### config.mk
export PLATFORM = sky130hd
export DESIGN_NAME = ofts_top
export DESIGN_NICKNAME = d
export VERILOG_FILES = /design/src/logic/ofts_pkg.sv /design/src/logic/ofts_top.sv /design/src/logic/ofts_force_mux.sv
export VERILOG_INCLUDE_DIRS = /design/src /design/src/logic
export SDC_FILE = /design/constraint.sdc
export NUM_CORES = 1
export LEC_CHECK = 0
export BUFFER_PORTS_ARGS = -buffer_cell sky130_fd_sc_hd__buf_2
export CAP_MARGIN = 5
export CORE_ASPECT_RATIO = 0.5
export CORE_MARGIN = 2
export CORE_UTILIZATION = 40
export DETAILED_ROUTE_END_ITERATION = 12
export PLACE_DENSITY = 0.63
export SYNTH_ARGS = -nofsm -noshare
export SYNTH_HDL_FRONTEND = slang
export SYNTH_SLANG_ARGS = --single-unit
### constraint.sdc
create_clock -name ref_clk -period 1.9 [get_ports ref_clk]
set_input_delay 0.38 -clock ref_clk [delete_from_list [all_inputs] [get_ports ref_clk]]
set_output_delay 0.38 -clock ref_clk [all_outputs]
set_load 0.01 [all_outputs]
### src/logic/ofts_cfg.svh
// offsets, field positions and reset values for the output force test block
`ifndef OFTS_CFG_SVH
`define OFTS_CFG_SVH

// ****************************************************************
// processor port addresses (three address lines)
// ****************************************************************
`define OFTS_A_HOLD_LAST 3'h3
`define OFTS_A_DEST 3'h4

// ****************************************************************
// destination addresses
// ****************************************************************
`define OFTS_D_CTRL 8'h04
`define OFTS_D_FORCE 8'h08
`define OFTS_D_AGC 8'h09

// ****************************************************************
// control word fields (destination 4)
// ****************************************************************
`define OFTS_CTRL_W 15
`define OFTS_CTRL_TEST 3
`define OFTS_CTRL_SEL_LO 11
`define OFTS_CTRL_SEL_HI 12
`define OFTS_CTRL_CONT 13
`define OFTS_CTRL_RST 15'h0000

// ****************************************************************
// output force word fields (destination 8)
// ****************************************************************
`define OFTS_F_SPH_HI 4
`define OFTS_F_SPH_LO 0
`define OFTS_F_STRB 5
`define OFTS_F_LVL 6
`define OFTS_F_I_HI 16
`define OFTS_F_I_LO 7
`define OFTS_F_DRDY 17
`define OFTS_F_TICK 18
`define OFTS_F_Q_HI 28
`define OFTS_F_Q_LO 19
`define OFTS_FORCE_RST 32'h00000000

`endif

### src/logic/ofts_pkg.sv
// types shared by the output force test block
`default_nettype none
package ofts_pkg;
	// window of the re-sampler phase accumulator shown on the phase pins
	typedef enum logic [1:0] {
		OFTS_WIN_28_24 = 2'h0,
		OFTS_WIN_29_25 = 2'h1,
		OFTS_WIN_30_26 = 2'h2,
		OFTS_WIN_31_27 = 2'h3
	} ofts_win_t;
endpackage
`default_nettype wire

### src/logic/ofts_top.sv
// output force test word, control word and agc capture behind the processor port
// ****************************************************************
// What this block does
// the processor writes the forced pin word to destination address 8.
// in test mode the five phase pins follow word bits 4 to 0, bit 4 on the top pin.
// in test mode the sample strobe pin follows word bit 5.
// in test mode the level compare pin follows word bit 6.
// in test mode the ten in-phase pins follow word bits 16 to 7, bit 16 on the top pin.
// in test mode the data ready pin follows word bit 17.
// in test mode the oscillator tick pin follows word bit 18.
// in test mode the ten quadrature pins follow word bits 28 to 19.
// test mode is bit 3 of the control word at destination 4 and forcing acts only while it is set.
// any write to destination 9 captures the agc accumulator into a holding register.
// the captured agc value is read back a byte at a time over the eight data lines.
// normally the phase pins show accumulator bits 28:24, 29:25, 30:26 or 31:27 by a two bit select.
// word bit 28 feeds the top quadrature pin.
// with test mode off every pin returns to its functional source.
// ****************************************************************
`timescale 1ns/1ps
`default_nettype none
`include "ofts_cfg.svh"
module ofts_top
	import ofts_pkg::*;
#(
	parameter int AGC_W = 32
) (
	// clock and reset
	input wire logic ref_clk,
	input wire logic rst_n,
	// processor port
	input wire logic [2:0] ctl_addr,
	input wire logic ctl_wr,
	input wire logic ctl_rd,
	input wire logic [7:0] control_data_lines_in,
	output logic [7:0] control_data_lines_out,
	output logic control_data_lines_oe,
	// functional sources
	input wire logic [31:0] phase_acc,
	input wire logic norm_sample_strobe,
	input wire logic norm_level_compare,
	input wire logic [9:0] norm_inphase,
	input wire logic norm_data_ready,
	input wire logic norm_osc_tick,
	input wire logic [9:0] norm_quadrature,
	input wire logic [AGC_W-1:0] agc_accum,
	// output pins
	output logic [4:0] sample_phase_pins,
	output logic sample_strobe_pin,
	output logic level_compare_pin,
	output logic [9:0] inphase_out_pins,
	output logic output_data_ready,
	output logic osc_tick_pin,
	output logic [9:0] quadrature_out_pins
);
	// ****************************************************************
	// register file
	// ****************************************************************
	logic [31:0] hold;
	logic [31:0] next_hold;
	logic [`OFTS_CTRL_W-1:0] ctrl_word;
	logic [`OFTS_CTRL_W-1:0] next_ctrl_word;
	logic [31:0] output_force_word;
	logic [31:0] next_output_force_word;
	logic [AGC_W-1:0] agc_hold;
	logic [AGC_W-1:0] next_agc_hold;
	logic [7:0] rdata;
	logic [7:0] next_rdata;
	logic rd_oe;
	logic next_rd_oe;
	logic [31:0] agc_pad;
	logic dest_wr;
	logic test_en;

	assign dest_wr = ctl_wr && (ctl_addr == `OFTS_A_DEST);
	assign test_en = ctrl_word[`OFTS_CTRL_TEST];
	assign agc_pad = 32'(agc_hold);

	// bytes gather in the holding word, a destination write moves them
	always_comb begin
		next_hold = hold;
		next_ctrl_word = ctrl_word;
		next_output_force_word = output_force_word;
		next_agc_hold = agc_hold;
		if (ctl_wr && (ctl_addr <= `OFTS_A_HOLD_LAST)) begin
			next_hold[ctl_addr[1:0]*8 +: 8] = control_data_lines_in;
		end
		if (dest_wr) begin
			unique case (control_data_lines_in)
				`OFTS_D_CTRL: begin
					next_ctrl_word = hold[`OFTS_CTRL_W-1:0];
				end
				`OFTS_D_FORCE: begin
					next_output_force_word = hold;
				end
				`OFTS_D_AGC: begin
					// the data written is ignored, the write itself is the strobe
					next_agc_hold = agc_accum;
				end
				default: begin
				end
			endcase
		end
	end

	always_ff @(posedge ref_clk or negedge rst_n) begin
		if (!rst_n) begin
			hold <= 32'h00000000;
			ctrl_word <= `OFTS_CTRL_RST;
			output_force_word <= `OFTS_FORCE_RST;
			agc_hold <= '0;
		end else begin
			hold <= next_hold;
			ctrl_word <= next_ctrl_word;
			output_force_word <= next_output_force_word;
			agc_hold <= next_agc_hold;
		end
	end

	// ****************************************************************
	// read back of the captured agc value
	// ****************************************************************
	// byte chosen by the low address bits, driven one cycle after the read
	always_comb begin
		next_rd_oe = ctl_rd;
		next_rdata = rdata;
		if (ctl_rd) begin
			next_rdata = agc_pad[ctl_addr[1:0]*8 +: 8];
		end
	end

	always_ff @(posedge ref_clk or negedge rst_n) begin
		if (!rst_n) begin
			rdata <= 8'h00;
			rd_oe <= 1'b0;
		end else begin
			rdata <= next_rdata;
			rd_oe <= next_rd_oe;
		end
	end

	assign control_data_lines_out = rdata;
	assign control_data_lines_oe = rd_oe;

	// ****************************************************************
	// functional phase pin source
	// ****************************************************************
	ofts_win_t win_sel;
	logic [4:0] phase_win;
	logic [4:0] phase_held;
	logic [4:0] next_phase_held;

	assign win_sel = ofts_win_t'(ctrl_word[`OFTS_CTRL_SEL_HI:`OFTS_CTRL_SEL_LO]);

	// window into the top eight accumulator bits
	always_comb begin
		unique case (win_sel)
			OFTS_WIN_28_24: phase_win = phase_acc[28:24];
			OFTS_WIN_29_25: phase_win = phase_acc[29:25];
			OFTS_WIN_30_26: phase_win = phase_acc[30:26];
			OFTS_WIN_31_27: phase_win = phase_acc[31:27];
		endcase
	end

	// continuous update or only on data ready, as the control word says
	always_comb begin
		next_phase_held = phase_held;
		if (ctrl_word[`OFTS_CTRL_CONT] || norm_data_ready) begin
			next_phase_held = phase_win;
		end
	end

	always_ff @(posedge ref_clk or negedge rst_n) begin
		if (!rst_n) begin
			phase_held <= 5'h00;
		end else begin
			phase_held <= next_phase_held;
		end
	end

	// ****************************************************************
	// pin selectors, one per forced field
	// ****************************************************************
	// phase pins, bit 4 to the top pin
	ofts_force_mux #(.W(5)) u_sph (
		.ref_clk(ref_clk),
		.rst_n(rst_n),
		.test_en(test_en),
		.normal(phase_held),
		.forced(output_force_word[`OFTS_F_SPH_HI:`OFTS_F_SPH_LO]),
		.q(sample_phase_pins)
	);
	ofts_force_mux #(.W(1)) u_strb (
		.ref_clk(ref_clk),
		.rst_n(rst_n),
		.test_en(test_en),
		.normal(norm_sample_strobe),
		.forced(output_force_word[`OFTS_F_STRB]),
		.q(sample_strobe_pin)
	);
	ofts_force_mux #(.W(1)) u_lvl (
		.ref_clk(ref_clk),
		.rst_n(rst_n),
		.test_en(test_en),
		.normal(norm_level_compare),
		.forced(output_force_word[`OFTS_F_LVL]),
		.q(level_compare_pin)
	);
	ofts_force_mux #(.W(10)) u_iout (
		.ref_clk(ref_clk),
		.rst_n(rst_n),
		.test_en(test_en),
		.normal(norm_inphase),
		.forced(output_force_word[`OFTS_F_I_HI:`OFTS_F_I_LO]),
		.q(inphase_out_pins)
	);
	ofts_force_mux #(.W(1)) u_drdy (
		.ref_clk(ref_clk),
		.rst_n(rst_n),
		.test_en(test_en),
		.normal(norm_data_ready),
		.forced(output_force_word[`OFTS_F_DRDY]),
		.q(output_data_ready)
	);
	ofts_force_mux #(.W(1)) u_tick (
		.ref_clk(ref_clk),
		.rst_n(rst_n),
		.test_en(test_en),
		.normal(norm_osc_tick),
		.forced(output_force_word[`OFTS_F_TICK]),
		.q(osc_tick_pin)
	);
	// bit 28 lands on the top quadrature pin
	ofts_force_mux #(.W(10)) u_qout (
		.ref_clk(ref_clk),
		.rst_n(rst_n),
		.test_en(test_en),
		.normal(norm_quadrature),
		.forced(output_force_word[`OFTS_F_Q_HI:`OFTS_F_Q_LO]),
		.q(quadrature_out_pins)
	);

	// read byte found by shifting, kept apart from the read mux it checks
	logic [7:0] chk_rd_byte;
	assign chk_rd_byte = 8'(agc_pad >> {ctl_addr[1:0], 3'b000});
endmodule // ofts_top
`default_nettype wire

### src/logic/ofts_force_mux.sv
// registered selector between a functional source and a forced test value
`timescale 1ns/1ps
`default_nettype none
module ofts_force_mux #(
	parameter int W = 1
) (
	// clock and reset
	input wire logic ref_clk,
	input wire logic rst_n,
	// select and sources
	input wire logic test_en,
	input wire logic [W-1:0] normal,
	input wire logic [W-1:0] forced,
	// pin value
	output logic [W-1:0] q
);
	logic [W-1:0] next_q;

	// forced value only while test mode is on
	always_comb begin
		next_q = test_en ? forced : normal;
	end

	// pins always come from a flop so they stay glitch free
	always_ff @(posedge ref_clk or negedge rst_n) begin
		if (!rst_n) begin
			q <= '0;
		end else begin
			q <= next_q;
		end
	end
endmodule // ofts_force_mux
`default_nettype wire

==> results_dict.tcl, run 1 <==
set metrics [dict create \
    power_frac_comb 0.074 \
    pwr-share-clk 0.464 \
    die_w_um 175.1 \
    cts.sinks 137 \
    seqPwrFrac 0.462 \
    period_minus_slack_ns 1.821 \
    grt-ovfl-total 0 \
    holdWs_ns 0.1932 \
    yosysTopAreaCell "dfrtp_1" \
    yosysWarnings 0 \
    drive_above_1_share 0.6004 \
    grt_pass1_wl_um 18370 \
    antenna_found_initial 0 \
    max_slew_margin 0.6846 \
    power_mw 6.695 \
    critPathLaunch "control_data_lines_in[6]" \
    startpoint_type "primary input" \
    hold_path_class "primary input to register" \
    antenna_left 0 \
    cap_violations 0 \
    tightestPinTransition_ns 0.4713 \
    routed_wl_um 11440 \
    track_usage 0.1534 \
    report.final.slew_viol_count 0 \
    p_int_mw 5.132 \
    routedWlPerCell_um 15.64 \
    crit_fanout 11 \
    postCtsSetupRepairBufs 0 \
    syn_inst 371 \
    leakage_nw 3.765 \
    tritoncts "yes" \
    min_from "agc_accum[29]" \
    ys_ff_latch 137 \
    synth_fp_nets 479 \
    p_switching_mw 1.563 \
    fin_crit_sh 0.9586 \
    yosysSeqAreaShare 0.5852 \
    hold_viol_final 0 \
    finalNetCount 628 \
    clock_tree.buffer_depth 2 \
    fillers 1255 \
    critPathKind "primary input to register" \
    start_util 0.4071 \
    synth-edff-count 0 \
    area_growth_syn_to_layout_pct 27.27 \
    drt-vias-per-instance 4.685 \
    grt_max_degree 47 \
    clk_transition_reported_paths_ns 0.06 \
    yosys_most_used_dff "dfrtp_1" \
    numCtsBuffers 17 \
    diodes 0 \
    cts_max_level 4 \
    port_buffers 116 \
    clock_latency_ns 0.41 \
    crit_path_end_kind "register" \
    syn-cell-area_sq_um 5858 \
    first_iter_violations 91 \
    async_flop_share 1.000 \
    io_pins 141 \
    num_vias 3425 \
    hpwlAfterDp_um 8089 \
    fmax_mhz 549.0 \
    crit_arrival_ns 2.11 \
    drcViolationCount 0 \
    synthTopCellsByArea "dfrtp_1 (59%), mux2_2 (18%), mux2_4 (7.7%)" \
    syn_area_per_cell_sq_um 15.79 \
    ys_types 27 \
    ir_drop_mv 0.5517 \
    setup_viol 0 \
    row_count 31 \
    die_area_sq_um 15690 \
    sw_frac_of_total 0.2335 \
    die_y_um 89.57 \
    yosys.area.top_type_share 0.5852 \
    outcome "finished, final reports clean" \
    rsz0062_at_grt "false" \
    firstDrtPassIters 4 \
    reg2reg_from "ctrl_word[11]" \
    post-route-util 0.5181 \
    clockRootBuffer "clkbuf_16" \
    fin_worst_skew_ns 0.008915 \
    place.gp.congestion 0.7436 \
    core_sq_um 14390 \
    critical_path_required_ns 2.19 \
    grt_pass1_vias 3596 \
    p_per_area_nw_per_um2 898.0 \
]
==> cell families after synthesis <==
kind of cell | share of synthesized area
compound gates | 0.006408
fa+ha+maj | 0.01068
buf+inv | 0.02862
flops | 0.5852
mux | 0.3193
simple gates | 0.04977
==> routing by layer <==
metal | wire (um) | global-route usage | vias to the layer above
met5 | 0 | 0 | -
met4 | 91 | 0.05606 | 0
met3 | 502 | 0.04630 | 8
met2 | 5491 | 0.2527 | 65
met1 | 5349 | 0.1962 | 1730
li1 | - | - | 1622
==> sequential cells by signal, summed over array words and instances, names as in the netlist <==
register / flops
agc_hold: 32
control_data_lines_oe: 1
control_data_lines_out: 8
ctrl_word: 4
hold: 29
output_force_word: 29
phase_held: 5
u_drdy.q: 1
u_iout.q: 10
u_lvl.q: 1
u_qout.q: 10
u_sph.q: 5
u_strb.q: 1
u_tick.q: 1
==> worst max-delay path: stages <==
cell    delay [ns]
buf_2         0.11
or4b_4        0.54
buf_4         0.15
nor4_2        0.29
buf_4         0.27
mux2_2        0.35
==> cells in the final DEF (no fill, tap or decap), drive strengths merged <==
| cell | instances |
|---|---|
| nor3b | 7 |
| nand3b | 2 |
| ha | 5 |
| buf | 146 |
| mux2i | 8 |
| nand2b | 8 |
| nor2 | 11 |
| dlygate4sd3 | 1 |
| and3 | 1 |
| mux2 | 123 |
| or3b | 1 |
| clkbuf | 19 |
| nand2 | 14 |
| mux4 | 13 |
| dfrtp | 137 |
| bufinv | 1 |
| nand4bb | 1 |
| inv | 13 |
| nor2b | 1 |
| clkinv | 5 |
| nand3 | 2 |
| clkinvlp | 5 |
| o31ai | 5 |
| nor4 | 2 |
| or4 | 1 |
| or4b | 1 |
==> path summary, 6_finish.rpt <==
| check | to | slack [ns] | depth (start not counted) |
|---|---|---|---|
| max in group asynchronous | agc_hold[16] | 0.81 | 3 |
| worst min register to register | hold[27] | 0.49 | 2 |
| min in group asynchronous | agc_hold[18] | 0.46 | 2 |
| worst min-delay path | agc_hold[29] | 0.19 | 2 |
| worst max register to register | phase_held[4] | 0.46 | 2 |
| worst max-delay path | output_force_word[8] | 0.08 | 6 |
==> metrics by stage <==
step | instance area [sq um] | setup WS [ns] | setup TNS (ns) | std cells
after global routing | 7456 | 0.01786 | 0 | 731
final | 7456 | 0.07860 | 0 | 731
after floorplan | 5898 | -0.1923 | -7.563 | 371
after CTS | 7452 | 0.04453 | 0 | 731
after global placement | 6878 | -0.3231 | -20.00 | 698
after detailed placement | 6878 | -0.3708 | -21.47 | 698
==> layout make-up <==
cell class	count	area [sq um]	area share
Clock buffer	19	442.9	0.05941
Clock inverter	13	121.4	0.01628
Inverter	11	46.29	0.006209
Multi-Input combinational cell	206	2281	0.3059
Sequential cell	137	3428	0.4598
Tap cell	198	247.7	0.03323
Timing Repair Buffer	147	888.4	0.1191
==> power groups by stage <==
stage / clock [mW] / combinational (mW) / sequential, mW
2_1_floorplan: 0 / 0.206 / 3.15
5_1_grt: 3.29 / 0.553 / 3.11
3_5_place_dp: 0 / 0.500 / 3.15
3_3_place_gp: 0 / 0.492 / 3.14
4_1_cts: 3.17 / 0.505 / 3.09
6_report: 3.11 / 0.493 / 3.09
==> cells in the mapped netlist (all sizes together) (7+ instances only) <==
cell type / number
dfrtp: 137
mux2: 123
nand2: 14
mux4: 13
inv: 11
nor2: 11
buf: 9
clkbuf: 8
mux2i: 8
nand2b: 8
nor3b: 7
==> timing repair <==
action / 4_1_cts / 5_1_grt
hold buffers: 1 / 0
resized for setup: 0 / 1
setup endpoints to repair: 0 / 10
endpoints found under the hold margin: 42 / 0
Power figures use the tool's default switching activity.
==> run 2, diff against run 1 <==
--- a/config.mk
+++ b/config.mk
@@ -12,7 +12,8 @@
 export CORE_MARGIN = 2
 export CORE_UTILIZATION = 40
 export DETAILED_ROUTE_END_ITERATION = 12
-export PLACE_DENSITY = 0.63
+export PLACE_DENSITY = 0.62
 export SYNTH_ARGS = -nofsm -noshare
 export SYNTH_HDL_FRONTEND = slang
+export SYNTH_HIERARCHICAL = 1
 export SYNTH_SLANG_ARGS = --single-unit
==> results_dict.tcl, run 2 <==
set metrics [dict create \
    drcViolationCount 0 \
    leakage_nw 3.822 \
    antenna_found_initial 0 \
    hold_path_class "primary input to register" \
    fin_worst_skew_ns 0.01287 \
    drive_above_1_share 0.5603 \
    yosysSeqAreaShare 0.5770 \
    synth_fp_nets 485 \
    multi_input_area_sq_um 2278 \
    pwr-share-clk 0.467 \
    ys_types 27 \
    rsz0062_at_grt "true" \
    postCtsSetupRepairBufs 0 \
    diodes 0 \
    cap_violations 0 \
    crit_arrival_ns 2.16 \
    yosysWarnings 6 \
    yosysTopAreaCell "dfrtp_1" \
    fin_crit_sh 0.9877 \
    synthTopCellsByArea "dfrtp_1 (58%), mux2_4 (14%), mux2_2 (10%)" \
    layout_commonest_cell "dfrtp_1" \
    clock_tree.buffer_depth 2 \
    critPathMaxStageDelay_ns 0.55 \
    setup_tns_ns 0 \
    crit_chain "buf_2 -> or4_4 -> buf_4 -> nor4_2 -> buf_4 -> mux2_2" \
    p_per_area_nw_per_um2 919.4 \
    numCtsBuffers 17 \
    tightestPinTransition_ns 0.5235 \
    die_area_sq_um 15910 \
    syn-cell-area_sq_um 5942 \
    start_util 0.4096 \
    startpoint_type "primary input" \
    grt_max_degree 37 \
    hold_viol_final 0 \
    clk_transition_reported_paths_ns 0.06 \
    critPathKind "primary input to register" \
    regMostFlops "agc_hold" \
    sw_frac_of_total 0.2307 \
    die_w_um 176.4 \
    post-route-util 0.5174 \
    synth-edff-count 0 \
    track_usage 0.1557 \
    num_vias 3447 \
    crit_path_end_kind "register" \
    max_slew_margin 0.6497 \
    firstDrtPassIters 4 \
    yosys_most_used_dff "dfrtp_1" \
    area_growth_syn_to_layout_pct 26.32 \
    grt_pass1_wl_um 19060 \
    outcome "finished, final reports clean" \
    place.gp.congestion 0.7392 \
    fillers 1262 \
    slowest_stage "or4_4" \
    finalNetCount 635 \
    crit_fanout 17 \
    port_buffers 116 \
    critPathMostFrequentCell "buf_4" \
    period_minus_slack_ns 1.877 \
    first_iter_violations 124 \
    most-common-layout-cells "dfrtp_1 (136), buf_2 (115), mux2_4 (54)" \
    seqPwrFrac 0.457 \
    die_y_um 90.19 \
    antenna_left 0 \
    reg_top3 "agc_hold x32, hold x29, output_force_word x29" \
    largest_reg_flops 32 \
    routedWlPerCell_um 15.41 \
    async_flop_share 1.000 \
    fmax_mhz 532.9 \
    layout.area.seq_sq_um 3430 \
    cts.sinks 137 \
    synth_commonest_cells "dfrtp_1 (137), mux2_4 (54), mux2_2 (53)" \
    grt_pass1_vias 3708 \
    critPathTopFamily "simple AND/OR/NAND/NOR gates" \
    cts_max_level 4 \
    p_int_mw 5.309 \
    ir_drop_mv 0.5732 \
    yosys.area.top_type_share 0.5770 \
    power_frac_comb 0.076 \
    critical_path_required_ns 2.18 \
    clockRootBuffer "clkbuf_16" \
    setup_viol 0 \
    hpwlAfterDp_um 8051 \
    yosysMostFrequentCell "dfrtp_1" \
    io_pins 141 \
    routed_wl_um 11360 \
    grt-ovfl-total 0 \
    syn_inst 377 \
    path_buf_inv 3 \
    clock_latency_ns 0.41 \
    report.final.slew_viol_count 0 \
    core_sq_um 14510 \
    p_switching_mw 1.592 \
    power_mw 6.901 \
    row_count 31 \
    syn_area_per_cell_sq_um 15.76 \
    tritoncts "yes" \
    drt-vias-per-instance 4.677 \
    ys_ff_latch 137 \
]
[run 2: worst register-to-register path, stage by stage (launching register included)]
cell and delay, ns:
dfrtp_1 0.51, mux4_2 0.55, mux2_2 0.27
[run 2: power groups by stage]
| stage | logic, mW | clock network [mW] | registers, mW |
|---|---|---|---|
| floorplan | 0.232 | 0 | 3.20 |
| global placement | 0.525 | 0 | 3.20 |
| detailed placement | 0.533 | 0 | 3.21 |
| CTS | 0.538 | 3.30 | 3.15 |
| global route | 0.591 | 3.48 | 3.17 |
| finish | 0.525 | 3.22 | 3.15 |
[run 2: timing repair]
action / in CTS / in global routing
endpoints found under the hold margin: 29 / 0
resized for setup: 0 / 0
hold buffers: 1 / 0
endpoints found under the setup margin: 0 / 17
[run 2: per-layer routing]
metal	track usage	up-vias	part of all wire
met4	0.05165	0	0.012
met5	0	-	0
met2	0.2376	72	0.44
met1	0.2129	1737	0.49
met3	0.04653	13	0.050
li1	-	1625	-
[run 2: final timing paths]
check                                          from                     to  slack (ns)  cells past startpoint
hold / removal                      norm_inphase[9]            u_iout/q[9]        0.20                      2
setup reg to reg                      ctrl_word[11]          phase_held[2]        0.45                      2
hold reg to reg                            hold[20]  output_force_word[20]        0.49                      1
max in group asynchronous                     rst_n           ctrl_word[3]        0.85                      3
min in group asynchronous                     rst_n           agc_hold[18]        0.43                      2
setup / recovery           control_data_lines_in[6]   output_force_word[4]        0.02                      6
[run 2: per-stage QoR]
step / hold slack (ns) / setup slack [ns] / instances / cell area, sq um
global placement: 0.2881 / -0.3636 / 705 / 6927
floorplan: 0.08441 / -0.2221 / 377 / 5951
global route: 0.1753 / -0.02507 / 737 / 7506
CTS: 0.1848 / 0.01793 / 737 / 7506
finish: 0.1957 / 0.02330 / 737 / 7506
detailed placement: 0.2919 / -0.3959 / 705 / 6927
[run 2: cells by family after synthesis]
group,synth area share
flops,0.5770
mux,0.3266
compound gates,0.007370
buf+inv,0.04106
simple gates,0.03748
fa+ha+maj,0.01053
[run 2: cell type report]
class | instances | area share
clock buffer | 20 | 0.05951
clock inverter | 11 | 0.01634
inverter | 27 | 0.01350
multi-input combinational | 196 | 0.3036
sequential | 137 | 0.4569
tap | 198 | 0.03301
timing repair buffer | 148 | 0.1172
==> run 3, diff against run 2 <==
--- a/config.mk
+++ b/config.mk
@@ -8,7 +8,6 @@
 export LEC_CHECK = 0
 export BUFFER_PORTS_ARGS = -buffer_cell sky130_fd_sc_hd__buf_2
 export CAP_MARGIN = 5
-export CORE_ASPECT_RATIO = 0.5
 export CORE_MARGIN = 2
 export CORE_UTILIZATION = 40
 export DETAILED_ROUTE_END_ITERATION = 12
==> results_dict.tcl, run 3 (synthesized netlist as in run 2, its figures left out) <==
set metrics [dict create \
    outcome "finished, final reports clean" \
    crit_arrival_ns 2.15 \
    hold_viol_final 0 \
    cts.sinks 137 \
    setup_tns_ns 0 \
    fin_worst_skew_ns 0.005813 \
    drive_above_1_share 0.5514 \
    routedWlPerCell_um 16.28 \
    firstDrtPassIters 4 \
    worst_slack_ns 0.04690 \
    crit_path_end_kind "register" \
    period_minus_slack_ns 1.853 \
    clock_latency_ns 0.42 \
    antenna_found_initial 1 \
    drcViolationCount 0 \
    drt-vias-per-instance 4.755 \
    holdPathStages 2 \
    grt_max_degree 57 \
    row_count 44 \
    p_per_area_nw_per_um2 892.4 \
    leakage_nw 3.789 \
    core_sq_um 14530 \
    hold_path_class "primary input to register" \
    fin_crit_sh 0.9753 \
    placed_cell_area_sq_um 6884 \
    die_y_um 125.9 \
    postCtsSetupRepairBufs 0 \
    die_w_um 125.9 \
    start_util 0.4088 \
    fillers 1253 \
    routed_wl_um 11740 \
    stdcell_count 721 \
    port_buffers 116 \
    fmax_mhz 539.6 \
    rsz0062_at_grt "false" \
    area_growth_syn_to_layout_pct 24.93 \
    reg_top3 "agc_hold x32, hold x29, output_force_word x29" \
    r2r_cells 2 \
    track_usage 0.1581 \
    post-route-util 0.5108 \
    dp_slack_ns -0.3821 \
    max_slew_margin 0.6632 \
    antenna_left 0 \
    most-common-layout-cells "dfrtp_1 (136), buf_2 (115), mux2_4 (54)" \
    hpwlAfterDp_um 8342 \
    holdWs_ns 0.1886 \
    finalNetCount 630 \
    first_iter_violations 131 \
    clk_transition_reported_paths_ns 0.06 \
    layout_commonest_cell "dfrtp_1" \
    place.gp.congestion 0.7591 \
    tightestPinTransition_ns 0.5034 \
    report.final.slew_viol_count 0 \
    critPathMostFrequentCell "or4_4" \
    die_area_sq_um 15850 \
    ir_drop_mv 0.6868 \
    crit_fanout 32 \
    critical_path_required_ns 2.20 \
    place_inst 686 \
    io_pins 141 \
    largest_reg_flops 32 \
    regMostFlops "agc_hold" \
    cap_violations 0 \
    grt_pass1_wl_um 19220 \
    critPathMaxStageDelay_ns 0.56 \
    slowest_stage "or4_4" \
    tritoncts "yes" \
    crit_chain "buf_2 -> or4_4 -> or4_4 -> buf_12 -> mux2_4" \
    clockRootBuffer "clkbuf_16" \
    grt-ovfl-total 0 \
    cts_max_level 4 \
    clock_tree.buffer_depth 2 \
    startpoint_type "primary input" \
    numCtsBuffers 17 \
    critPathKind "primary input to register" \
    power_mw 6.625 \
    num_vias 3428 \
    grt_pass1_vias 3754 \
    setup_viol 0 \
    final_area_sq_um 7423 \
]
## run 3: report_power, final
group	internal, mW	switching (mW)
registers	3.08	0.0777
logic	0.270	0.255
clock network	1.78	1.17
## run 3: metal layers
metal  vias to the layer above  track usage  share of wire
li1                       1614            -              -
met1                      1721       0.2009           0.45
met2                        74       0.2549           0.49
met3                        19      0.04928          0.042
met4                         0      0.06012          0.017
met5                         -            0              0
## run 3: path summary, 6_finish.rpt
path,from,endpoint,slack [ns]
worst max-delay path,control_data_lines_in[6],agc_hold[1],0.05
worst min-delay path,norm_inphase[0],u_iout/q[0],0.19
worst max register to register,ctrl_word[11],phase_held[0],0.43
worst min register to register,agc_hold[31],agc_hold[31],0.50
max in group asynchronous,rst_n,u_iout/q[9],0.81
min in group asynchronous,rst_n,agc_hold[13],0.45
## run 3: repair_timing
action / CTS / global route
hold buffers: 1 / 0
resized for setup: 0 / 0
endpoints found under the hold margin: 40 / 0
## run 3: cell type report
cell class | instances | area, sq um | share of cell area
timing repair buffer | 143 | 854.6 | 0.1151
multi-input combinational | 196 | 2278 | 0.3069
sequential | 137 | 3430 | 0.4620
tap | 184 | 230.2 | 0.03101
inverter | 27 | 101.3 | 0.01365
clock inverter | 10 | 80.08 | 0.01079
clock buffer | 22 | 444.2 | 0.05983
antenna | 2 | 5.005 | 0.0006742
## run 3: worst max-delay path: cells and delay by family
family        cells  cell delay [ns]
buf+inv           2             0.31
mux               1             0.33
simple gates      2             1.11
